### config.mk
export PLATFORM = sky130hd
export DESIGN_NAME = external_bus_burst_sequencer
export DESIGN_NICKNAME = d
export VERILOG_FILES = /design/src/hdl/burst_seq_pkg.sv /design/src/hdl/external_bus_burst_sequencer.sv
export SDC_FILE = /design/constraint.sdc
export NUM_CORES = 2
export LEC_CHECK = 0
export BUFFER_PORTS_ARGS = -buffer_cell sky130_fd_sc_hd__buf_2
export CAP_MARGIN = 20
export CORE_ASPECT_RATIO = 0.6
export CORE_MARGIN = 1
export CORE_UTILIZATION = 45
export CTS_CLUSTER_DIAMETER = 50
export DETAILED_ROUTE_END_ITERATION = 8
export PLACE_DENSITY = 0.6
export SLEW_MARGIN = 20
export SYNTH_ARGS = -nofsm -noshare
export SYNTH_HDL_FRONTEND = slang
export SYNTH_SLANG_ARGS = --single-unit
### constraint.sdc
create_clock -name clock_in -period 8.48 [get_ports clock_in]
set_input_delay 0.424 -clock clock_in [delete_from_list [all_inputs] [get_ports clock_in]]
set_output_delay 0.424 -clock clock_in [all_outputs]
set_load 0.01 [all_outputs]
### src/hdl/burst_seq_pkg.sv
// Shared types and constants for the external bus burst sequencer.
// Assumes one bus clock; the far side is a memory or peripheral slave.
package burst_seq_pkg;

  // Transfer size line codes
  localparam logic [1:0] SIZE_CODE_LONG = 2'h0;
  localparam logic [1:0] SIZE_CODE_BYTE = 2'h1;
  localparam logic [1:0] SIZE_CODE_WORD = 2'h2;
  localparam logic [1:0] SIZE_CODE_LINE = 2'h3;

  localparam int          OPERAND_BITS  = 128;
  localparam int          MAX_BEATS     = 16;
  localparam logic [27:0] ADDR_RESET    = 28'h0000000;

  typedef enum logic [1:0] {OP_BYTE, OP_WORD, OP_LONG, OP_LINE} op_size_e;
  // Encoding equals log2 of the port width in bytes
  typedef enum logic [1:0] {PORT_8, PORT_16, PORT_32} port_size_e;
  typedef enum logic [1:0] {PH_IDLE, PH_START, PH_DATA} phase_e;

  typedef struct packed {
    logic [27:0]              addr;
    logic                     write;
    op_size_e                 op_size;
    port_size_e               port;
    logic                     burst_enable;
    logic                     dram;
    logic                     supervisor;
    logic                     code;
    logic [1:0]               ttype;
    logic [OPERAND_BITS-1:0]  wdata;
  } request_s;

  typedef struct packed {
    logic [OPERAND_BITS-1:0]  rdata;
    logic                     bus_error;
  } response_s;

  function automatic logic [4:0] op_bytes(op_size_e op);
    case (op)
      OP_BYTE: op_bytes = 5'h01;
      OP_WORD: op_bytes = 5'h02;
      OP_LONG: op_bytes = 5'h04;
      default: op_bytes = 5'h10;
    endcase
  endfunction : op_bytes

  function automatic logic [1:0] op_code(op_size_e op);
    case (op)
      OP_BYTE: op_code = SIZE_CODE_BYTE;
      OP_WORD: op_code = SIZE_CODE_WORD;
      OP_LONG: op_code = SIZE_CODE_LONG;
      default: op_code = SIZE_CODE_LINE;
    endcase
  endfunction : op_code

  function automatic logic [1:0] port_code(port_size_e p);
    case (p)
      PORT_8:  port_code = SIZE_CODE_BYTE;
      PORT_16: port_code = SIZE_CODE_WORD;
      default: port_code = SIZE_CODE_LONG;
    endcase
  endfunction : port_code

endpackage : burst_seq_pkg

### src/hdl/external_bus_burst_sequencer.sv
// Bus master sequencer: address, strobe, size and data phases of the external bus.
// Assumes ack and read data arrive from pins; results leave through a two-entry buffer.
//
// Function
// Write first clock: address, type, direction low, size code, start strobe low.
// Write second clock: strobe released, access line shows privilege, data driven.
// Slave acknowledges when ready; 16-bit slave takes upper data half.
// Write waits: data held, acknowledge resampled each edge until asserted.
// Burst when operand wider than port and burst enabled or target DRAM.
// Burst size lines carry operand code on every beat.
// DRAM with operand wider than port always bursts.
// Software clears burst enable for regions that cannot burst.
// Line read: four longwords, low four address bits stepped each beat.
// Longword read steps two low address bits on narrow ports.
// Word read steps lowest address bit on 8-bit port.
// Line write: four longwords, low four address bits stepped each beat.
// Longword write steps two low address bits on narrow ports.
// Word write steps lowest address bit on 8-bit port.
// Bursting read has two to sixteen beats.
// Bursting write has two to sixteen beats.
// Read first clock: address, type, direction high, operand size, strobe low.
// Access line shows code/data in first clock, privilege afterwards.
// 8-bit slave drives top byte lane; device latches it on acknowledge.
// Word burst to 8-bit port ends after second byte acknowledged.
// Read waits while acknowledge negated; data latched only when asserted.
// Without burst, size lines show the port size for wide operands.
// Enabled bus monitor ends an unacknowledged cycle with a bus error.
// Byte code marks a single-byte transfer.
// Start strobe asserted only in the first clock of a burst.
`timescale 1ns/1ps

module external_bus_burst_sequencer #(
  parameter int MONITOR_CYCLES = 1024
) (
  input  wire logic                       clock_in,
  input  wire logic                       rst_n_in,
  input  wire logic                       req_valid_in,
  input  wire burst_seq_pkg::request_s    req_in,
  output logic                            req_ready_out,
  output logic                            rsp_valid_out,
  input  wire logic                       rsp_ready_in,
  output burst_seq_pkg::response_s        rsp_out,
  input  wire logic                       bus_monitor_enable_in,
  output logic [27:0]                     address_out,
  output logic [1:0]                      transfer_type_out,
  output logic                            access_kind_line_out,
  output logic                            read_not_write_out,
  output logic [1:0]                      transfer_size_out,
  output logic                            transfer_start_n_out,
  output logic [31:0]                     data_out,
  output logic                            data_oe_out,
  input  wire logic [31:0]                data_in,
  input  wire logic                       transfer_ack_n_in
);

  if (MONITOR_CYCLES < 2 || MONITOR_CYCLES > 65535) begin : g_bad
    $error("MONITOR_CYCLES out of range");
  end

  localparam logic [15:0] MON_LAST = 16'(MONITOR_CYCLES - 1);

  typedef struct packed {
    burst_seq_pkg::phase_e      phase;
    logic                       ack_s1;
    logic                       ack_s2;
    logic [31:0]                din_s1;
    logic [31:0]                din_s2;
    logic [27:0]                addr;
    logic [1:0]                 ttype;
    logic                       kind;
    logic                       rnw;
    logic [1:0]                 size;
    logic                       start_n;
    logic [31:0]                dout;
    logic                       doe;
    burst_seq_pkg::port_size_e  port;
    logic [4:0]                 opb;
    logic                       burst;
    logic                       sup;
    logic                       code;
    logic [4:0]                 beats_left;
    logic [127:0]               shreg;
    logic [127:0]               acc;
    logic [15:0]                mon;
    burst_seq_pkg::response_s   buf0;
    burst_seq_pkg::response_s   buf1;
    logic [1:0]                 count;
    logic                       ready;
    logic                       rvalid;
  } state_s;

  state_s s_r;
  state_s s_nxt;

  // Write lanes mirrored so narrow operands reach every lane a slave may use
  function automatic logic [31:0] lanes(logic [127:0] sh, logic [4:0] opb);
    case (opb)
      5'h01:   lanes = {4{sh[127:120]}};
      5'h02:   lanes = {2{sh[127:112]}};
      default: lanes = sh[127:96];
    endcase
  endfunction : lanes

  always_comb begin
    logic                      wide;
    logic [3:0]                mask;
    logic [3:0]                low;
    logic [31:0]               lane_sh;
    logic [127:0]              acc_n;
    logic                      fin;
    burst_seq_pkg::response_s  rsp;
    wide    = 1'b0;
    mask    = 4'h0;
    low     = 4'h0;
    lane_sh = 32'h00000000;
    acc_n   = s_r.acc;
    fin     = 1'b0;
    rsp     = '0;
    s_nxt   = s_r;
    s_nxt.ack_s1 = transfer_ack_n_in;
    s_nxt.ack_s2 = s_r.ack_s1;
    s_nxt.din_s1 = data_in;
    s_nxt.din_s2 = s_r.din_s1;
    if (s_r.count != 2'h0 && rsp_ready_in) begin
      s_nxt.buf0  = s_r.buf1;
      s_nxt.count = s_r.count - 2'h1;
    end
    case (s_r.phase)
      burst_seq_pkg::PH_IDLE: begin
        if (req_valid_in && s_r.ready) begin
          wide         = burst_seq_pkg::op_bytes(req_in.op_size) > (5'h01 << req_in.port);
          s_nxt.burst  = wide && (req_in.burst_enable || req_in.dram);  // see R05
          s_nxt.port   = req_in.port;
          s_nxt.opb    = burst_seq_pkg::op_bytes(req_in.op_size);
          s_nxt.beats_left = wide ? (burst_seq_pkg::op_bytes(req_in.op_size) >> req_in.port)
                                  : 5'h01;  // see R15 see R16
          s_nxt.sup    = req_in.supervisor;
          s_nxt.code   = req_in.code;
          s_nxt.addr   = req_in.addr;
          s_nxt.ttype  = req_in.ttype;
          s_nxt.rnw    = !req_in.write;  // see R01
          s_nxt.kind   = req_in.code;
          // Inhibited wide transfers report port size, otherwise operand size
          s_nxt.size   = (wide && !s_nxt.burst) ? burst_seq_pkg::port_code(req_in.port)
                         : burst_seq_pkg::op_code(req_in.op_size);  // see R06 see R22
          s_nxt.start_n = 1'b0;  // see R01
          s_nxt.shreg  = req_in.wdata << {5'h10 - burst_seq_pkg::op_bytes(req_in.op_size),
                                          3'h0};
          s_nxt.acc    = '0;
          s_nxt.phase  = burst_seq_pkg::PH_START;
        end
      end
      burst_seq_pkg::PH_START: begin
        s_nxt.start_n = 1'b1;  // see R02
        s_nxt.kind    = s_r.sup;
        s_nxt.doe     = !s_r.rnw;
        s_nxt.dout    = lanes(s_r.shreg, s_r.opb);  // see R02
        s_nxt.mon     = 16'h0000;
        s_nxt.phase   = burst_seq_pkg::PH_DATA;
      end
      burst_seq_pkg::PH_DATA: begin
        if (!s_r.ack_s2) begin  // see R04
          lane_sh = s_r.din_s2 << {s_r.addr[1:0] & ((2'h1 << s_r.port) - 2'h1), 3'h0};
          case (s_r.port)
            burst_seq_pkg::PORT_8:  acc_n = {s_r.acc[119:0], lane_sh[31:24]};
            burst_seq_pkg::PORT_16: acc_n = {s_r.acc[111:0], lane_sh[31:16]};
            default:                acc_n = {s_r.acc[95:0], lane_sh};
          endcase
          s_nxt.acc = acc_n;
          if (s_r.beats_left == 5'h01) begin
            fin = 1'b1;
          end else begin
            // Step within the operand's aligned block, wrapping at its boundary
            mask = s_r.opb[3:0] - 4'h1 | {4{s_r.opb[4]}};
            low  = s_r.addr[3:0] + (4'h1 << s_r.port);
            s_nxt.addr[3:0] = (low & mask) | (s_r.addr[3:0] & ~mask);  // see R09
            s_nxt.beats_left = s_r.beats_left - 5'h01;  // see R11 see R12 see R13
            s_nxt.shreg = s_r.shreg << {(5'h01 << s_r.port), 3'h0};
            s_nxt.mon   = 16'h0000;
            if (s_r.burst) begin
              s_nxt.dout = lanes(s_nxt.shreg, s_r.opb);
            end else begin
              s_nxt.start_n = 1'b0;
              s_nxt.kind    = s_r.code;
              s_nxt.phase   = burst_seq_pkg::PH_START;
            end
          end
        end else if (bus_monitor_enable_in && s_r.mon == MON_LAST) begin
          fin           = 1'b1;
          rsp.bus_error = 1'b1;
        end else begin
          s_nxt.mon = s_r.mon + 16'h0001;
        end
      end
      default: s_nxt.phase = burst_seq_pkg::PH_IDLE;
    endcase
    if (fin) begin
      rsp.rdata   = s_r.rnw ? acc_n : '0;
      s_nxt.doe   = 1'b0;
      s_nxt.phase = burst_seq_pkg::PH_IDLE;
      if (s_nxt.count == 2'h0) begin
        s_nxt.buf0 = rsp;
      end else begin
        s_nxt.buf1 = rsp;
      end
      s_nxt.count = s_nxt.count + 2'h1;
    end
    // One transfer in flight and a free slot reserved, so a stalled reader drops nothing
    s_nxt.ready = (s_nxt.phase == burst_seq_pkg::PH_IDLE) && (s_nxt.count != 2'h2);
    // Registered copy so the valid output comes straight from a flop
    s_nxt.rvalid = (s_nxt.count != 2'h0);
  end

  always_ff @(posedge clock_in or negedge rst_n_in) begin
    if (!rst_n_in) begin
      s_r         <= '0;
      s_r.phase   <= burst_seq_pkg::PH_IDLE;
      s_r.ack_s1  <= 1'b1;
      s_r.ack_s2  <= 1'b1;
      s_r.start_n <= 1'b1;
      s_r.rnw     <= 1'b1;
      s_r.addr    <= burst_seq_pkg::ADDR_RESET;
    end else begin
      s_r <= s_nxt;
    end
  end

  assign req_ready_out        = s_r.ready;
  assign rsp_valid_out        = s_r.rvalid;
  assign rsp_out              = s_r.buf0;
  assign address_out          = s_r.addr;
  assign transfer_type_out    = s_r.ttype;
  assign access_kind_line_out = s_r.kind;
  assign read_not_write_out   = s_r.rnw;
  assign transfer_size_out    = s_r.size;
  assign transfer_start_n_out = s_r.start_n;
  assign data_out             = s_r.dout;
  assign data_oe_out          = s_r.doe;
endmodule : external_bus_burst_sequencer

==> metrics.md <==
| Metric | Value |
|---|---|
| Unique masters post-synth | `74` |
| IO Count | `404` |
| H-tree levels | `3` |
| Crit end category | `flip-flop` |
| CTS clk-pin slew, worst paths | `80 ps` |
| Worst-Margin Slew | `1240 ps` |
| RD Place Congestion | `0.969` |
| Register area share after synthesis | `0.420` |
| Crit path DAT | `5130 ps` |
| Multi-input logic area | `20300 um^2` |
| Initial Util | `0.454` |
| Top_reg_cell synth | `dfrtp_1` |
| # DRC | `0` |
| PwrDens | `347 nW/um^2` |
| Max Transition Viols Final | `0` |
| Max IR drop VDD | `0.000313 V` |
| Initial antenna violation count | `20` |
| Number of setup buffers added after CTS | `0` |
| Routed via count | `32211` |
| # rows | `85` |
| Layout cells sized above 1 | `0.207` |
| Bufs on Longest Clock Path | `3` |
| Pre-antenna DRT Iters | `7` |
| Required time of the critical path | `9040 ps` |
| Post-CTS sizing | `0` |
| Hold Path Class | `in -> reg` |
| Synth Register Bits | `684` |
| Mapped Area | `40800 um^2` |
| Clock Tree Root | `clkbuf_16` |
| First-pass GRT wire length | `207000 um` |
| Worst skew pair latency | `670 ps` |
| Vias per cell | `6.08` |
| Layer carrying the most global-route usage | `met1` |
| Inserted Clock Buffers | `75` |
| GR Layer Usage met2 | `0.349` |
| Port Buffers | `403` |
| Flop2flop setup slack | `3910 ps` |
| Max-Cap Viols | `0` |
| Max FO, Critical Path | `57` |
| Die W | `391 um` |
| Post-placement cell count | `5089` |
| Final WL | `137000 um` |
| Async set-or-reset flop fraction in the synthesized netlist | `1.00` |
| Setup TNS | `0 ps` |
| Core ar. | `89800 um^2` |
| GRT Util Overall | `0.297` |
| Gate Count Post-Synth | `3931` |
| Min Clock Period, post-route | `4570 ps` |
| DIE AREA | `91900 um^2` |
| Crit start category | `flip-flop` |
| Crit Path Class | `reg -> reg` |
| Slew HR | `0.172` |
| R2r startpoint | `s_r[683]` |
| Register-to-Register Path Depth | `10` |
| Final period util | `0.539` |
| Final std cells w/o fill | `5298` |
| RSZ-0062 raised after global routing | `false` |
| CTS tree | `done` |
| DPL Wire Length | `95600 um` |
| Clock skew | `26.3 ps` |
| Largest net degree at the start of global routing | `220` |
| Leakage | `0.0198 uW` |
| EDFF count, synth | `0` |
| Vias in the first global route | `30203` |
| M3 GR Usage | `0.0972` |
| Routed WL per cell | `25.9 um` |
| Ys Warns | `0` |
| Met1 Use GR | `0.501` |
| Remaining Overflow, GRT | `0` |
| CTS Hold Bufs | `62` |
| Final Hold Violating Endpoints | `0` |
| Post-DRT Antenna Nets | `0` |
| Register area | `17100 um^2` |
| Worst hold start | `req_in[0]` |
| Hold slack | `31.4 ps` |
| Fmax | `219 MHz` |
| Hold Path End | `s_r[406]` |
| Die Y-Extent | `235 um` |
| Syn-to-layout area delta | `10.7%` |
| # fillers | `8258` |
| Post-Route Utilization | `0.503` |
| Syn_nets | `4164` |
| Iteration-0 DRC count of the detailed router | `4110` |
| Design Power | `15700 uW` |
| Syn_area_per_cell | `10.4 um^2` |
| Status | `finished, final reports clean` |
| CTS sink cnt | `684` |
| Hold path cells | `3` |
| Final Setup Violations | `0` |
| Fin nets | `4243` |
| R2R Path End | `s_r[85]` |
[cells in the mapped netlist, types with 5 or more instances]
master     count  area [um^2]
dfrtp_1      680        17000
mux2i_1      597         5980
nand2_1      392         1470
o21ai_0      339         1700
nor2_1       295         1110
clkbuf_1     205          769
buf_4        196         1470
mux4_2       167         3760
inv_1        152          571
a22o_1       114          998
or3_1        101          632
a22oi_1       92          691
a21oi_1       87          435
mux2_2        59          664
buf_2         46          230
buf_1         33          124
nand3_1       28          140
ha_1          27          338
a31oi_1       24          150
o31ai_1       22          165
a21o_1        19          143
buf_6         17          191
o211ai_1      17          128
a221oi_1      16          140
and2_1        16          100
nor3_1        14         70.1
o221ai_1      13          114
nor2b_1       12         75.1
buf_8         11          165
a221o_1       10          100
nand2b_1      10         62.6
o22a_1        10         87.6
xnor2_1        9         78.8
a32oi_1        8         70.1
a41oi_1        7         61.3
nor3b_1        6         45.0
nand3b_1       5         37.5
nand4_1        5         31.3
o2bb2ai_1      5         43.8
[sequential cells by signal (all words and copies together), names as in the netlist, named ones only]
name and cells:
transfer_size_out 2, transfer_start_n_out 1, address_out 24, rsp_out 129, data_oe_out 1, access_kind_line_out 1, s_nxt 33, data_out 32
req_ready_out 1, read_not_write_out 1, s_r 452, transfer_type_out 2, rsp_valid_out 1
[worst max path at each step]
| stage | from | end | slack (ps) |
|---|---|---|---|
| 6_report | s_r[683] | s_r[85] | 3910 |
| 5_1_grt | s_r[683] | s_r[65] | 3610 |
| 4_1_cts | s_r[683] | s_r[49] | 3880 |
| 3_5_place_dp | s_r[683] | s_r[65] | 3900 |
| 3_3_place_gp | s_r[683] | s_r[89] | 3950 |
| 2_1_floorplan | s_r[547] | s_r[281] | 5250 |
[critical path, cell delays in order, from the launching register on]
cell and delay, ps:
dfrtp_1 430, inv_1 140, ha_4 530, nor2b_4 240
buf_4 550, nand2_1 200, o21ai_2 100, buf_4 280
and2_4 730, buf_4 850, mux2i_1 270
[cells in the final DEF, fill, tap and decap left out, types with 10 or more instances in the layout]
cell           synthesis  final
diode_2                0     14
mux2i_1              597    597
mux4_2               167    167
dlygate4sd3_1          0     62
o22a_1                10     10
or3_1                101    101
a31oi_1               24     24
ha_1                  27     23
nor3_1                14     12
nor2_1               295    293
o211ai_1              17     17
clkinv_2               0     11
a221oi_1              16     16
inv_1                152    151
mux2_2                59     59
o31ai_1               22     22
clkbuf_16              0     77
clkbuf_1             205     10
a22o_1               114    114
o21ai_0              339    339
and2_1                16     13
clkbuf_8               0     11
buf_4                196     43
a21o_1                19     19
dfrtp_1              680    678
a21oi_1               87     85
o221ai_1              13     13
buf_2                 46    402
nand3_1               28     27
a221o_1               10     10
a22oi_1               92     92
nand2_1              392    392
[cell type report]
type                       instances  share of cell area
sequential                       684               0.380
inverter                         154              0.0128
multi-input combinational       2582               0.449
clock buffer                      98              0.0469
antenna                           14            0.000776
tap                             1218              0.0338
clock inverter                    35             0.00929
timing repair buffer             513              0.0680
[metrics by stage]
step	worst slack (ps)	instance area [um^2]
finish	3910	45100
global route	3610	45100
CTS	3880	45100
detailed placement	3900	41900
global placement	3950	41900
floorplan	5250	40800
[metal layers]
| layer | vias up | part of all wire |
|---|---|---|
| li1 | 14126 | - |
| met1 | 16221 | 0.49 |
| met2 | 1694 | 0.37 |
| met3 | 158 | 0.12 |
| met4 | 12 | 0.017 |
| met5 | - | 0.00083 |
[kinds of logic after synthesis]
| logic type | synth area share |
|---|---|
| AO/OA/AOI/OAI | 0.129 |
| XOR/XNOR | 0.00236 |
| adder cells (fa/ha/maj) | 0.00878 |
| buffers and inverters | 0.0873 |
| flip-flops | 0.420 |
| multiplexers | 0.255 |
| AND/OR/NAND/NOR | 0.0976 |
[report_power, final]
group          switching [uW]  internal, uW  total [uW]  leakage [uW]
Sequential               1090          4360        5450       0.00845
Combinational            4250          2520        6770        0.0101
Clock                    1460          1990        3450       0.00124
Note: power is estimated with default switching activity, not from simulation.
